--- src/design/sbc_cfg.svh ---
`ifndef SBC_CFG_SVH
`define SBC_CFG_SVH

// Register indices; byte address on the bus is four times the index
`define SBC_IDX_BUS 16'hff0c
`define SBC_IDX_SYS 16'hff12

// System configuration field positions
`define SBC_SYS_STK_HI 15
`define SBC_SYS_STK_LO 13
`define SBC_SYS_ROMSEG 12
`define SBC_SYS_SEGOFF 11
`define SBC_SYS_ROMON 10
`define SBC_SYS_BHEOFF 9
`define SBC_SYS_CLKON 8
`define SBC_SYS_WRITE_STROBE_CFG 7

// Default bus configuration field positions
`define SBC_BUS_RDY 12
`define SBC_BUS_ACT 10
`define SBC_BUS_ALE 9
`define SBC_BUS_TYP_HI 7
`define SBC_BUS_TYP_LO 6
`define SBC_BUS_MTTC 5
`define SBC_BUS_RWDC 4
`define SBC_BUS_CYCLE_WAIT_COUNT_HI 3
`define SBC_BUS_CYCLE_WAIT_COUNT_LO 0

// Reset values of the default bus parameters for external start
`define SBC_RST_CYCLE_WAIT_COUNT 4'h0
`define SBC_RST_RWDC 1'h0
`define SBC_RST_MTTC 1'h0
`define SBC_RST_ALE 1'h1
`define SBC_RST_ACT 1'h1
`define SBC_RST_RDY 1'h0

// Stack size codes
`define SBC_STK_256 3'h0
`define SBC_STK_128 3'h1
`define SBC_STK_64 3'h2
`define SBC_STK_32 3'h3
`define SBC_STK_512 3'h4
`define SBC_STK_NOWRAP 3'h7

// Stack window sizes in bytes and the byte above the window top
`define SBC_STK_BYTES_256 16'h0200
`define SBC_STK_BYTES_128 16'h0100
`define SBC_STK_BYTES_64 16'h0080
`define SBC_STK_BYTES_32 16'h0040
`define SBC_STK_BYTES_512 16'h0400
`define SBC_STK_TOP 16'hfc00

// Internal address map
`define SBC_SEG0 8'h00
`define SBC_INT_NIBBLE 4'hf
`define SBC_ROM_SEG_UPPER 7'h00

`endif

--- src/design/sbc_pkg.sv ---
`default_nettype none

package sbc_pkg;

  typedef struct packed {
    logic [2:0] stack_size_sel;
    logic rom_segment_sel;
    logic segmentation_off;
    logic onchip_rom_on;
    logic byte_high_strobe_off;
    logic clock_out_on;
    logic write_strobe_cfg;
  } sbc_sys_cfg_t;

  typedef struct packed {
    logic ready_input_on;
    logic bus_active_bit;
    logic latch_pulse_lengthen;
    logic [1:0] bus_type;
    logic tristate_wait_ctl;
    logic rd_wr_delay_ctl;
    logic [3:0] cycle_wait_count;
  } sbc_bus_cfg_t;

  typedef struct packed {
    logic valid;
    logic [23:0] addr;
    logic external;
    logic default_bus;
    logic region_select_n;
    logic ready_ok;
    logic [7:0] seg_addr;
  } sbc_acc_t;

  typedef struct packed {
    logic [2:0] ea_sync;
    logic [2:0][1:0] p0_sync;
    logic [2:0] rdy_sync;
    sbc_sys_cfg_t sys;
    sbc_bus_cfg_t bus;
    logic locked;
    logic ack;
    logic [31:0] rdata;
    sbc_acc_t acc;
    logic bus_enable;
  } sbc_state_t;

endpackage

`default_nettype wire

--- src/design/sbc_top.sv ---
// Behaviour
// After end-of-init executes, all system config writes are silently ignored.
// Stack size codes: 256,128,64,32,512 words, two reserved, 111 no wrap.
// Codes 0..4 wrap stack accesses inside a window ending at FBFFh.
// No-wrap lets stack accesses use F600h..FDFFh unwrapped.
// Stack accesses always go to internal RAM, never external memory.
// Software never loads the stack pointer into SFR or reserved areas.
// ROM segment bit maps ROM to segment 0 or 1; resets to 0.
// Enabled ROM blocks external addresses in lower 32 KByte of its segment.
// Segmentation-off resets 0; gates segment output and pointer push/pop only.
// ROM enable is loaded from the external-access pin during reset.
// ROM enable 0 sends ROM-space accesses external; 1 keeps them on chip.
// Bit 9 set turns the byte-high strobe pin into general I/O.
// Bit 8 set makes the clock pin drive the system clock.
// Bit 7 set makes write and byte-high pins low and high write strobes.
// Software never changes ROM enable or segment while running from ROM.
// External-access pin high at reset clears default bus config to zero.
// Pin low at reset loads bus type from port pins plus slow defaults.
// Bus type: upper bit selects 16-bit width, lower bit multiplexing.
// Ready enable makes default-bus accesses honour the external ready input.
// Default bus config governs external accesses outside all programmed ranges.
// Enabled chip select 0 is low only for default-bus external accesses.
// External bus stays enabled while any bus active bit is set.
// Pins are sampled during reset; defaults hold from reset release.
// Reserved bits read zero, ignore writes; default bus bits 15,14 read zero.
//
// Local design decision: the Wishbone slave port.
`include "sbc_cfg.svh"
`default_nettype none

module sbc_top #(
  parameter int AW = 18
) (
  // Clock, reset, enable
  input wire logic clk_i,
  input wire logic rst_i,
  input wire logic ce_i,
  // Wishbone slave
  input wire logic cyc_i,
  input wire logic stb_i,
  input wire logic we_i,
  input wire logic [AW-1:0] adr_i,
  input wire logic [3:0] sel_i,
  input wire logic [31:0] dat_i,
  output logic [31:0] dat_o,
  output logic ack_o,
  // Pins, sampled through synchronisers
  input wire logic external_access_pin_i,
  input wire logic [1:0] config_port_pins_i,
  input wire logic ext_ready_n_i,
  // Core side
  input wire logic end_init_instruction_i,
  input wire logic acc_valid_i,
  input wire logic [23:0] acc_addr_i,
  input wire logic acc_stack_i,
  input wire logic acc_in_range_i,
  input wire logic cs0_enable_i,
  input wire logic [3:0] other_bus_active_i,
  // Access decode results
  output logic acc_valid_o,
  output logic [23:0] acc_addr_o,
  output logic acc_external_o,
  output logic acc_default_bus_o,
  output logic default_region_select_n_o,
  output logic acc_ready_ok_o,
  output logic [7:0] segment_address_port_o,
  output logic bus_enable_o,
  // Configuration levels
  output sbc_pkg::sbc_sys_cfg_t sys_cfg_o,
  output sbc_pkg::sbc_bus_cfg_t bus_cfg_o,
  output logic code_segment_pointer_save_o,
  output logic byte_high_pin_io_o,
  output logic system_clock_out_o,
  output logic write_split_strobes_o,
  output logic cfg_locked_o
);

  sbc_pkg::sbc_state_t st;
  sbc_pkg::sbc_state_t next_st;

  function automatic logic reg_hit(input logic [AW-1:0] a, input logic [15:0] idx);
    reg_hit = (a[AW-1:2] == idx[AW-3:0]) && (a[1:0] == 2'h0);
  endfunction

  function automatic logic [15:0] merge16(input logic [15:0] old, input logic [31:0] wd,
                                          input logic [3:0] sel);
    merge16 = old;
    if (sel[0]) begin
      merge16[7:0] = wd[7:0];
    end
    if (sel[1]) begin
      merge16[15:8] = wd[15:8];
    end
  endfunction

  function automatic logic [15:0] sys_word(input sbc_pkg::sbc_sys_cfg_t s);
    sys_word = '0;
    sys_word[`SBC_SYS_STK_HI:`SBC_SYS_STK_LO] = s.stack_size_sel;
    sys_word[`SBC_SYS_ROMSEG] = s.rom_segment_sel;
    sys_word[`SBC_SYS_SEGOFF] = s.segmentation_off;
    sys_word[`SBC_SYS_ROMON] = s.onchip_rom_on;
    sys_word[`SBC_SYS_BHEOFF] = s.byte_high_strobe_off;
    sys_word[`SBC_SYS_CLKON] = s.clock_out_on;
    sys_word[`SBC_SYS_WRITE_STROBE_CFG] = s.write_strobe_cfg;
  endfunction

  function automatic logic [15:0] bus_word(input sbc_pkg::sbc_bus_cfg_t b);
    bus_word = '0; // Bits 15, 14 and reserved bits stay zero
    bus_word[`SBC_BUS_RDY] = b.ready_input_on;
    bus_word[`SBC_BUS_ACT] = b.bus_active_bit;
    bus_word[`SBC_BUS_ALE] = b.latch_pulse_lengthen;
    bus_word[`SBC_BUS_TYP_HI:`SBC_BUS_TYP_LO] = b.bus_type;
    bus_word[`SBC_BUS_MTTC] = b.tristate_wait_ctl;
    bus_word[`SBC_BUS_RWDC] = b.rd_wr_delay_ctl;
    bus_word[`SBC_BUS_CYCLE_WAIT_COUNT_HI:`SBC_BUS_CYCLE_WAIT_COUNT_LO] = b.cycle_wait_count;
  endfunction

  // Window base is aligned to the size, so OR-ing the offset wraps it
  function automatic logic [15:0] stack_addr(input logic [2:0] code, input logic [15:0] sp);
    logic [15:0] sz;
    sz = '0;
    unique case (code)
      `SBC_STK_256: sz = `SBC_STK_BYTES_256;
      `SBC_STK_128: sz = `SBC_STK_BYTES_128;
      `SBC_STK_64: sz = `SBC_STK_BYTES_64;
      `SBC_STK_32: sz = `SBC_STK_BYTES_32;
      `SBC_STK_512: sz = `SBC_STK_BYTES_512;
      default: sz = '0;
    endcase
    // Reserved codes behave as no-wrap rather than picking a window
    if (sz == '0) begin
      stack_addr = sp;
    end else begin
      stack_addr = (`SBC_STK_TOP - sz) | (sp & (sz - 16'h0001));
    end
  endfunction

  logic req;
  logic [1:0] p0_stable;
  logic ea_stable;
  logic ea_level;
  logic [1:0] p0_level;
  logic internal;
  logic rom_window;
  logic is_ext;
  logic [15:0] sys_new;
  logic [15:0] bus_new;

  always_comb begin
    next_st = st;
    req = cyc_i && stb_i && !st.ack;
    internal = 1'b0;
    rom_window = 1'b0;
    is_ext = 1'b0;
    sys_new = '0;
    bus_new = '0;
    next_st.ea_sync = {st.ea_sync[1:0], external_access_pin_i};
    next_st.p0_sync = {st.p0_sync[1:0], config_port_pins_i};
    next_st.rdy_sync = {st.rdy_sync[1:0], ext_ready_n_i};
    ea_stable = st.ea_sync[1] == st.ea_sync[2];
    p0_stable = ~(st.p0_sync[1] ^ st.p0_sync[2]);
    // A pin only counts once two later stages agree; else the old value holds
    ea_level = ea_stable ? st.ea_sync[2] : st.sys.onchip_rom_on;
    p0_level[0] = p0_stable[0] ? st.p0_sync[2][0] : st.bus.bus_type[0];
    p0_level[1] = p0_stable[1] ? st.p0_sync[2][1] : st.bus.bus_type[1];
    if (rst_i) begin
      // Pins keep being sampled for the whole reset; last agreed level stays
      next_st.sys = '0;
      next_st.sys.onchip_rom_on = ea_level;
      next_st.bus = '0;
      if (!ea_level) begin
        next_st.bus.bus_type = p0_level;
        next_st.bus.cycle_wait_count = `SBC_RST_CYCLE_WAIT_COUNT;
        next_st.bus.rd_wr_delay_ctl = `SBC_RST_RWDC;
        next_st.bus.tristate_wait_ctl = `SBC_RST_MTTC;
        next_st.bus.latch_pulse_lengthen = `SBC_RST_ALE;
        next_st.bus.bus_active_bit = `SBC_RST_ACT;
        next_st.bus.ready_input_on = `SBC_RST_RDY;
      end
      next_st.locked = 1'b0;
      next_st.ack = 1'b0;
      next_st.rdata = '0;
      next_st.acc = '0;
      next_st.acc.region_select_n = 1'b1;
      next_st.bus_enable = 1'b0;
    end else begin
      next_st.ack = req;
      if (end_init_instruction_i) begin
        next_st.locked = 1'b1;
      end
      if (req) begin
        next_st.rdata = '0; // Unmapped addresses read zero and drop writes
        if (reg_hit(adr_i, `SBC_IDX_SYS)) begin
          next_st.rdata[15:0] = sys_word(st.sys);
          if (we_i && !st.locked) begin
            sys_new = merge16(sys_word(st.sys), dat_i, sel_i);
            next_st.sys.stack_size_sel = sys_new[`SBC_SYS_STK_HI:`SBC_SYS_STK_LO];
            next_st.sys.rom_segment_sel = sys_new[`SBC_SYS_ROMSEG];
            next_st.sys.segmentation_off = sys_new[`SBC_SYS_SEGOFF];
            next_st.sys.onchip_rom_on = sys_new[`SBC_SYS_ROMON];
            next_st.sys.byte_high_strobe_off = sys_new[`SBC_SYS_BHEOFF];
            next_st.sys.clock_out_on = sys_new[`SBC_SYS_CLKON];
            next_st.sys.write_strobe_cfg = sys_new[`SBC_SYS_WRITE_STROBE_CFG];
          end
        end else if (reg_hit(adr_i, `SBC_IDX_BUS)) begin
          next_st.rdata[15:0] = bus_word(st.bus);
          if (we_i) begin
            bus_new = merge16(bus_word(st.bus), dat_i, sel_i);
            next_st.bus.ready_input_on = bus_new[`SBC_BUS_RDY];
            next_st.bus.bus_active_bit = bus_new[`SBC_BUS_ACT];
            next_st.bus.latch_pulse_lengthen = bus_new[`SBC_BUS_ALE];
            next_st.bus.bus_type = bus_new[`SBC_BUS_TYP_HI:`SBC_BUS_TYP_LO];
            next_st.bus.tristate_wait_ctl = bus_new[`SBC_BUS_MTTC];
            next_st.bus.rd_wr_delay_ctl = bus_new[`SBC_BUS_RWDC];
            next_st.bus.cycle_wait_count = bus_new[`SBC_BUS_CYCLE_WAIT_COUNT_HI:`SBC_BUS_CYCLE_WAIT_COUNT_LO];
          end
        end
      end
      // Access classification, one cycle behind the request
      internal = (acc_addr_i[23:16] == `SBC_SEG0) &&
                 (acc_addr_i[15:12] == `SBC_INT_NIBBLE);
      rom_window = st.sys.onchip_rom_on && !acc_addr_i[15] &&
                   (acc_addr_i[23:16] == {`SBC_ROM_SEG_UPPER, st.sys.rom_segment_sel});
      is_ext = acc_valid_i && !acc_stack_i && !internal && !rom_window;
      next_st.acc.valid = acc_valid_i;
      if (acc_stack_i) begin
        // Stack never leaves segment 0 internal RAM
        next_st.acc.addr = {`SBC_SEG0, stack_addr(st.sys.stack_size_sel,
                                                  acc_addr_i[15:0])};
      end else begin
        next_st.acc.addr = acc_addr_i;
      end
      next_st.acc.external = is_ext;
      next_st.acc.default_bus = is_ext && !acc_in_range_i;
      next_st.acc.region_select_n = !(cs0_enable_i && is_ext && !acc_in_range_i);
      next_st.acc.ready_ok = !(is_ext && !acc_in_range_i && st.bus.ready_input_on) ||
                             !st.rdy_sync[2];
      next_st.acc.seg_addr = (is_ext && !st.sys.segmentation_off) ?
                             acc_addr_i[23:16] : '0;
      next_st.bus_enable = st.bus.bus_active_bit || (|other_bus_active_i);
    end
  end

  always_ff @(posedge clk_i) begin
    if (ce_i) begin
      st <= next_st;
    end
  end

  assign dat_o = st.rdata;
  assign ack_o = st.ack;
  assign acc_valid_o = st.acc.valid;
  assign acc_addr_o = st.acc.addr;
  assign acc_external_o = st.acc.external;
  assign acc_default_bus_o = st.acc.default_bus;
  assign default_region_select_n_o = st.acc.region_select_n;
  assign acc_ready_ok_o = st.acc.ready_ok;
  assign segment_address_port_o = st.acc.seg_addr;
  assign bus_enable_o = st.bus_enable;
  assign sys_cfg_o = st.sys;
  assign bus_cfg_o = st.bus;
  assign code_segment_pointer_save_o = !st.sys.segmentation_off;
  assign byte_high_pin_io_o = st.sys.byte_high_strobe_off;
  assign system_clock_out_o = st.sys.clock_out_on;
  assign write_split_strobes_o = st.sys.write_strobe_cfg;
  assign cfg_locked_o = st.locked;

endmodule

`default_nettype wire

--- config.mk ---
export PLATFORM = sky130hd
export DESIGN_NAME = sbc_top
export DESIGN_NICKNAME = d
export VERILOG_FILES = /design/src/design/sbc_pkg.sv /design/src/design/sbc_top.sv
export VERILOG_INCLUDE_DIRS = /design/src /design/src/design
export SDC_FILE = /design/constraint.sdc
export NUM_CORES = 1
export LEC_CHECK = 0
export BUFFER_PORTS_ARGS = -buffer_cell sky130_fd_sc_hd__buf_2
export CORE_MARGIN = 8
export CORE_UTILIZATION = 47
export CTS_BUF_LIST = sky130_fd_sc_hd__clkbuf_16
export CTS_CLUSTER_DIAMETER = 120
export CTS_CLUSTER_SIZE = 10
export DETAILED_ROUTE_END_ITERATION = 8
export PLACE_DENSITY = 0.86
export REMOVE_ABC_BUFFERS = 1
export SYNTH_ARGS = -nofsm -noshare
export SYNTH_HDL_FRONTEND = slang
export SYNTH_SLANG_ARGS = --single-unit
--- constraint.sdc ---
create_clock -name clk_i -period 2.65 [get_ports clk_i]
set_input_delay 0.3975 -clock clk_i [delete_from_list [all_inputs] [get_ports clk_i]]
set_output_delay 0.3975 -clock clk_i [all_outputs]
set_load 0.1 [all_outputs]
## Word-level counts from Yosys, hierarchy flattened

Index checks and enable logic that the tools add are counted.

- Add/subtract/negate cells: 2
- Equal/unequal tests: 12
- Multiplexer cells: 25
- Bitwise gates (word level): 5
- Reduce and logical (&&, ||, !) cells: 52

Operators by type and width:

| operator | number |
|---|---|
| $mux 87 | 1 |
| $mux 16 | 4 |
| $pmux 11 s5 | 1 |
| $mux 11 | 3 |
| $eq 16x16->1 const B | 2 |
| $mux 32 | 1 |
| $mux 8 | 4 |
| $mux 24 | 1 |
| $mux 20 | 1 |
| $mux 9 | 2 |
| $and 16x16->16 | 1 |
| $logic_and 1x1->1 | 16 |
| $logic_not 16->1 | 1 |
| $or 16x16->16 | 1 |
| $reduce_bool 2->1 | 8 |
| $sub 16x1->16 const B | 1 |
| $sub 16x16->16 const A | 1 |
| $reduce_and 7->1 | 2 |
| $mux 13 | 1 |
| $reduce_and 6->1 | 2 |
| $logic_not 1->1 | 11 |
| $mux 10 | 1 |
| $reduce_and 5->1 | 2 |
| $eq 8x1->1 | 1 |
| other kinds (19) | 27 |

- Register bits after elaboration: 88
- Input bits: 97

## Depth between registers and ports, before layout

- Depth after elaboration: 10
- Gate-level depth with buffers: 10

## Worst setup path after synthesis

OpenSTA, ideal clock, no wires.

- Path kind: reg2reg
- Start point: register st, in the netlist ack_o
- End point: register st, in the netlist bus_cfg_o[0], enable pin
- Arrival: 2.118 ns
- Required time: 2.379 ns
- Setup slack: 0.261 ns
- Stages on the path, launching flop included: 6
- Clock period less this slack: 2.389 ns
- Path through: edfxtp_1 -> and3b_1 -> o21ai_0 -> inv_1 -> a31oi_1 -> inv_1

- Longest elaborated chain between the ends: 4

Ends and longest elaborated chain:

| element | RTL line | text |
|---|---|---|
| from (decl) | sbc_top.sv:78 | `sbc_pkg::sbc_state_t st;` |
| from (signal assigned) | sbc_top.sv:246 | `st <= next_st;` |
| $logic_not 1->1 | sbc_top.sv:151 | `req = cyc_i && stb_i && !st.ack;` |
| $logic_and 1x1->1 | sbc_top.sv:151 |  |
| $reduce_bool 2->1 (no line) | -- |  |
| $reduce_and 6->1 (no line) | -- |  |

Every way passes these cells.
A chain may end at the register's enable or synchronous reset.

## Worst setup path after layout

- Start point: register st, in the netlist sys_cfg_o[8]
- End point: register st, in the netlist acc_addr_o[10] (data pin)

- Longest elaborated chain between the ends: 9
- Elaborated cells on any way between the ends: 15
- Those cells by class: 2 x add/sub; 4 x eq/ne; 5 x mux; 2 x bitwise; 2 x reduce/logical

Ends and longest elaborated chain:

| element | RTL line | text |
|---|---|---|
| $eq 3x3->1, or another cell as far along | sbc_top.sv:122 | `unique case (code)` |
| $pmux 11 s5 * | sbc_top.sv:122 |  |
| $mux 16 * | sbc_top.sv:226 | `if (acc_stack_i) begin` |
| $mux 16 * | sbc_top.sv:166 | `if (rst_i) begin` |
| $sub 16x1->16 | sbc_top.sv:134 | `` stack_addr = (`SBC_STK_TOP - sz) \| (sp & (sz - 16'h0001)); `` |
| $and 16x16->16 | sbc_top.sv:134 |  |
| $or 16x16->16 | sbc_top.sv:134 |  |
| $mux 16 * | sbc_top.sv:131 | `if (sz == '0) begin` |
| $mux 24 * | sbc_top.sv:226 |  |

Mark *: on every way between the ends. The rest lies on a longest branch, timed or not. The select of a mux whose other input is x is not followed.

==> impl_metrics.tcl <==
set metrics [dict create \
    worst_pin_slew_ps 658 \
    finalNetCount 538 \
    crit_required_ps 2710 \
    synth_edf_count 88 \
    initial_core_util_pct 47.7 \
    grt_overflow_total 0 \
    finalNonFillerCells 554 \
    end_kind "register" \
    skew_ps 6.96 \
    vias 2710 \
    diodes 0 \
    synthArstFlopShare_pct 0 \
    routed_via_density 4.89 \
    yosysSeqAreaShare_pct 61.1 \
    syn-cell-area_um2 4320 \
    r2r_setup_slack_ps 380 \
    hp-class "in2reg" \
    clkTransAtPathRegs_ps 70 \
    finalCritPeriodShare_pct 85.8 \
    postSynthAreaPerCell_um2 12.7 \
    grt_max_degree 53 \
    final_max_slew_viol_count 0 \
    post_cts_resized 0 \
    grtUsageTotal_pct 14.9 \
    io_pins 193 \
    die_x_um 112 \
    drtAntennaViolNets 0 \
    clk_path_buf_depth 2 \
    rows 35 \
    postCtsSetupRepairBufs 0 \
    portBuffers 158 \
    path_max_fanout 6 \
    core_um2 9060 \
    detail_route.wl_per_cell_um 17.2 \
    crit_type "reg2reg" \
    place_congestion 0.760 \
    post-route-cell-area_um2 4970 \
    whs_path_depth 1 \
    die_y_um 112 \
    dieArea_um2 12500 \
    min_from "external_access_pin_i" \
    fmax_mhz 440 \
    utilization_pct 54.9 \
    reg2reg_from "sys_cfg_o[8]" \
    peakVddDrop_mv 0.354 \
    setup_tns_ps 0 \
    cp-start-kind "register" \
    synth_cell_types 51 \
    drive_gt1_share_pct 42.2 \
    rsz0062_at_grt "false" \
    ys.flop_type "edfxtp_1" \
    critPathArrivalTime_ps 2330 \
    cts_root_buf "clkbuf_16" \
    postPlaceCellArea_um2 4680 \
    syn2layout_area_growth_pct 15.0 \
    drc 0 \
    regToRegEndpoint "acc_addr_o[10]" \
    min_period_ps 2270 \
    grt_pass1_vias 2948 \
    syn_inst 341 \
    setup_viol 0 \
    dp_cells 538 \
    clkLatencyLatePin_ps 330 \
    fillers 773 \
    grt_antenna_before_repair 0 \
    cts_tree "yes" \
    leakagePower_nw 2.11 \
    ctsHoldBuffers 0 \
    regArea_um2 2640 \
    hold_viol 0 \
    yosysWarnings 0 \
    multi_input_area_um2 1020 \
    r2r_cells 8 \
    holdPathEnd "next_st[102]" \
    drtPass1Iterations 6 \
    cts_inserted_buffers 9 \
    drt_iter0_drc 116 \
    max-slew-margin-rel_pct 56.2 \
    status "complete, no violations" \
    dp_hpwl_mm 7.41 \
    p_per_area_nw_per_um2 770 \
    synth-seq-cells 88 \
    htree_levels 3 \
    grt_pass1_wl_mm 14.8 \
    drv_cap 0 \
    clock-sinks 88 \
    wl_mm 9.50 \
]
[logic make-up after synthesis]
group | after synthesis | share of synthesized area (%)
simple gates | 111 | 15.5
mux | 2 | 0.492
buf+inv | 103 | 16.5
fa+ha+maj | 3 | 0.868
compound gates | 30 | 4.83
xor+xnor | 3 | 0.608
other cells | 1 | 0.0867
flops | 88 | 61.1
[metrics by stage]
stage	hold slack (ps)	power, W	setup WS (ps)
2_1_floorplan	400	0.00240	-16.0
3_5_place_dp	405	0.00260	389
3_3_place_gp	401	0.00259	464
6_report	247	0.00383	377
5_1_grt	239	0.00396	291
4_1_cts	237	0.00385	380
[registers in the layout (all words and copies together), names as in the netlist]
| register | flops |
|---|---|
| sys_cfg_o | 6 |
| acc_ready_ok_o | 1 |
| acc_external_o | 1 |
| acc_default_bus_o | 1 |
| acc_valid_o | 1 |
| write_split_strobes_o | 1 |
| ack_o | 1 |
| st | 4 |
| cfg_locked_o | 1 |
| next_st | 8 |
| acc_addr_o | 24 |
| bus_enable_o | 1 |
| byte_high_pin_io_o | 1 |
| segment_address_port_o | 8 |
| dat_o | 16 |
| system_clock_out_o | 1 |
| bus_cfg_o | 11 |
| default_region_select_n_o | 1 |
[synthesized netlist by cell type, types with 3 or more instances]
master    instances  area (µm²)
inv_1             9        33.8
nor3b_1           9        67.6
nor3_1            4        20.0
edfxtp_1         88        2640
a22o_1            5        43.8
a21oi_1           7        35.0
nor2_1           23        86.3
nand4_1           3        18.8
nor2b_1          20         125
buf_4            84         631
and2_1           22         138
nand3_1           3        15.0
o21a_1            3        22.5
and4bb_2          3        37.5
nand2_1           7        26.3
ha_1              3        37.5
[placed cells by master (no fill, tap or decap), drive strengths merged, types with 3 or more instances in the layout]
cell type,n
nand3,3
nor2,25
ha,3
and2,23
nor2b,20
clkbuf,9
a21oi,7
clkinv,3
o21a,3
edfxtp,88
conb,16
buf,164
nor3,4
nor3b,9
and4bb,3
inv,12
nor4,3
o21ai,3
nand4,3
a22o,5
nand2,8
[worst max-delay path, stage by stage (launching register included)]
cell,delay [ps]
edfxtp_1,490
inv_1,180
nand3_1,130
ha_1,240
o21a_1,110
ha_1,210
or2b_1,280
a221oi_1,220
o32ai_1,140
[layer usage]
metal / up-vias / share of wire (%) / track usage (%)
li1: 1290 / - / -
met1: 1280 / 41 / 16.6
met2: 138 / 51 / 26.7
met3: 2 / 8.3 / 5.47
met4: 0 / 0.31 / 3.10
met5: - / 0 / 0
[how the worst max path moves through the flow]
stage / from / to / slack (ps) / depth (start not counted)
after floorplan: sys_cfg_o[7] / acc_addr_o[10] / -20 / 7
after global placement: adr_i[0] / sys_cfg_o[4] / 460 / 5
after detailed placement: sys_cfg_o[8] / acc_addr_o[10] / 390 / 8
after CTS: sys_cfg_o[8] / acc_addr_o[10] / 380 / 8
after global routing: sys_cfg_o[8] / acc_addr_o[10] / 290 / 8
final: sys_cfg_o[8] / acc_addr_o[10] / 380 / 8
[final cells by class]
type                            count  share of cell area, %
Clock inverter                      7                   1.43
Timing Repair Buffer              164                   16.8
Multi-Input combinational cell    165                   20.6
Clock buffer                        9                   4.53
Tap cell                          111                   2.79
Sequential cell                    88                   53.1
Inverter                           10                  0.755
[report_power, final]
| group | internal [W] | switching, W |
|---|---|---|
| clock | 0.000733 | 0.000531 |
| sequential | 0.00163 | 0.0000355 |
| combinational | 0.000142 | 0.000764 |
No activity file was read; power rests on OpenSTA's default activity.
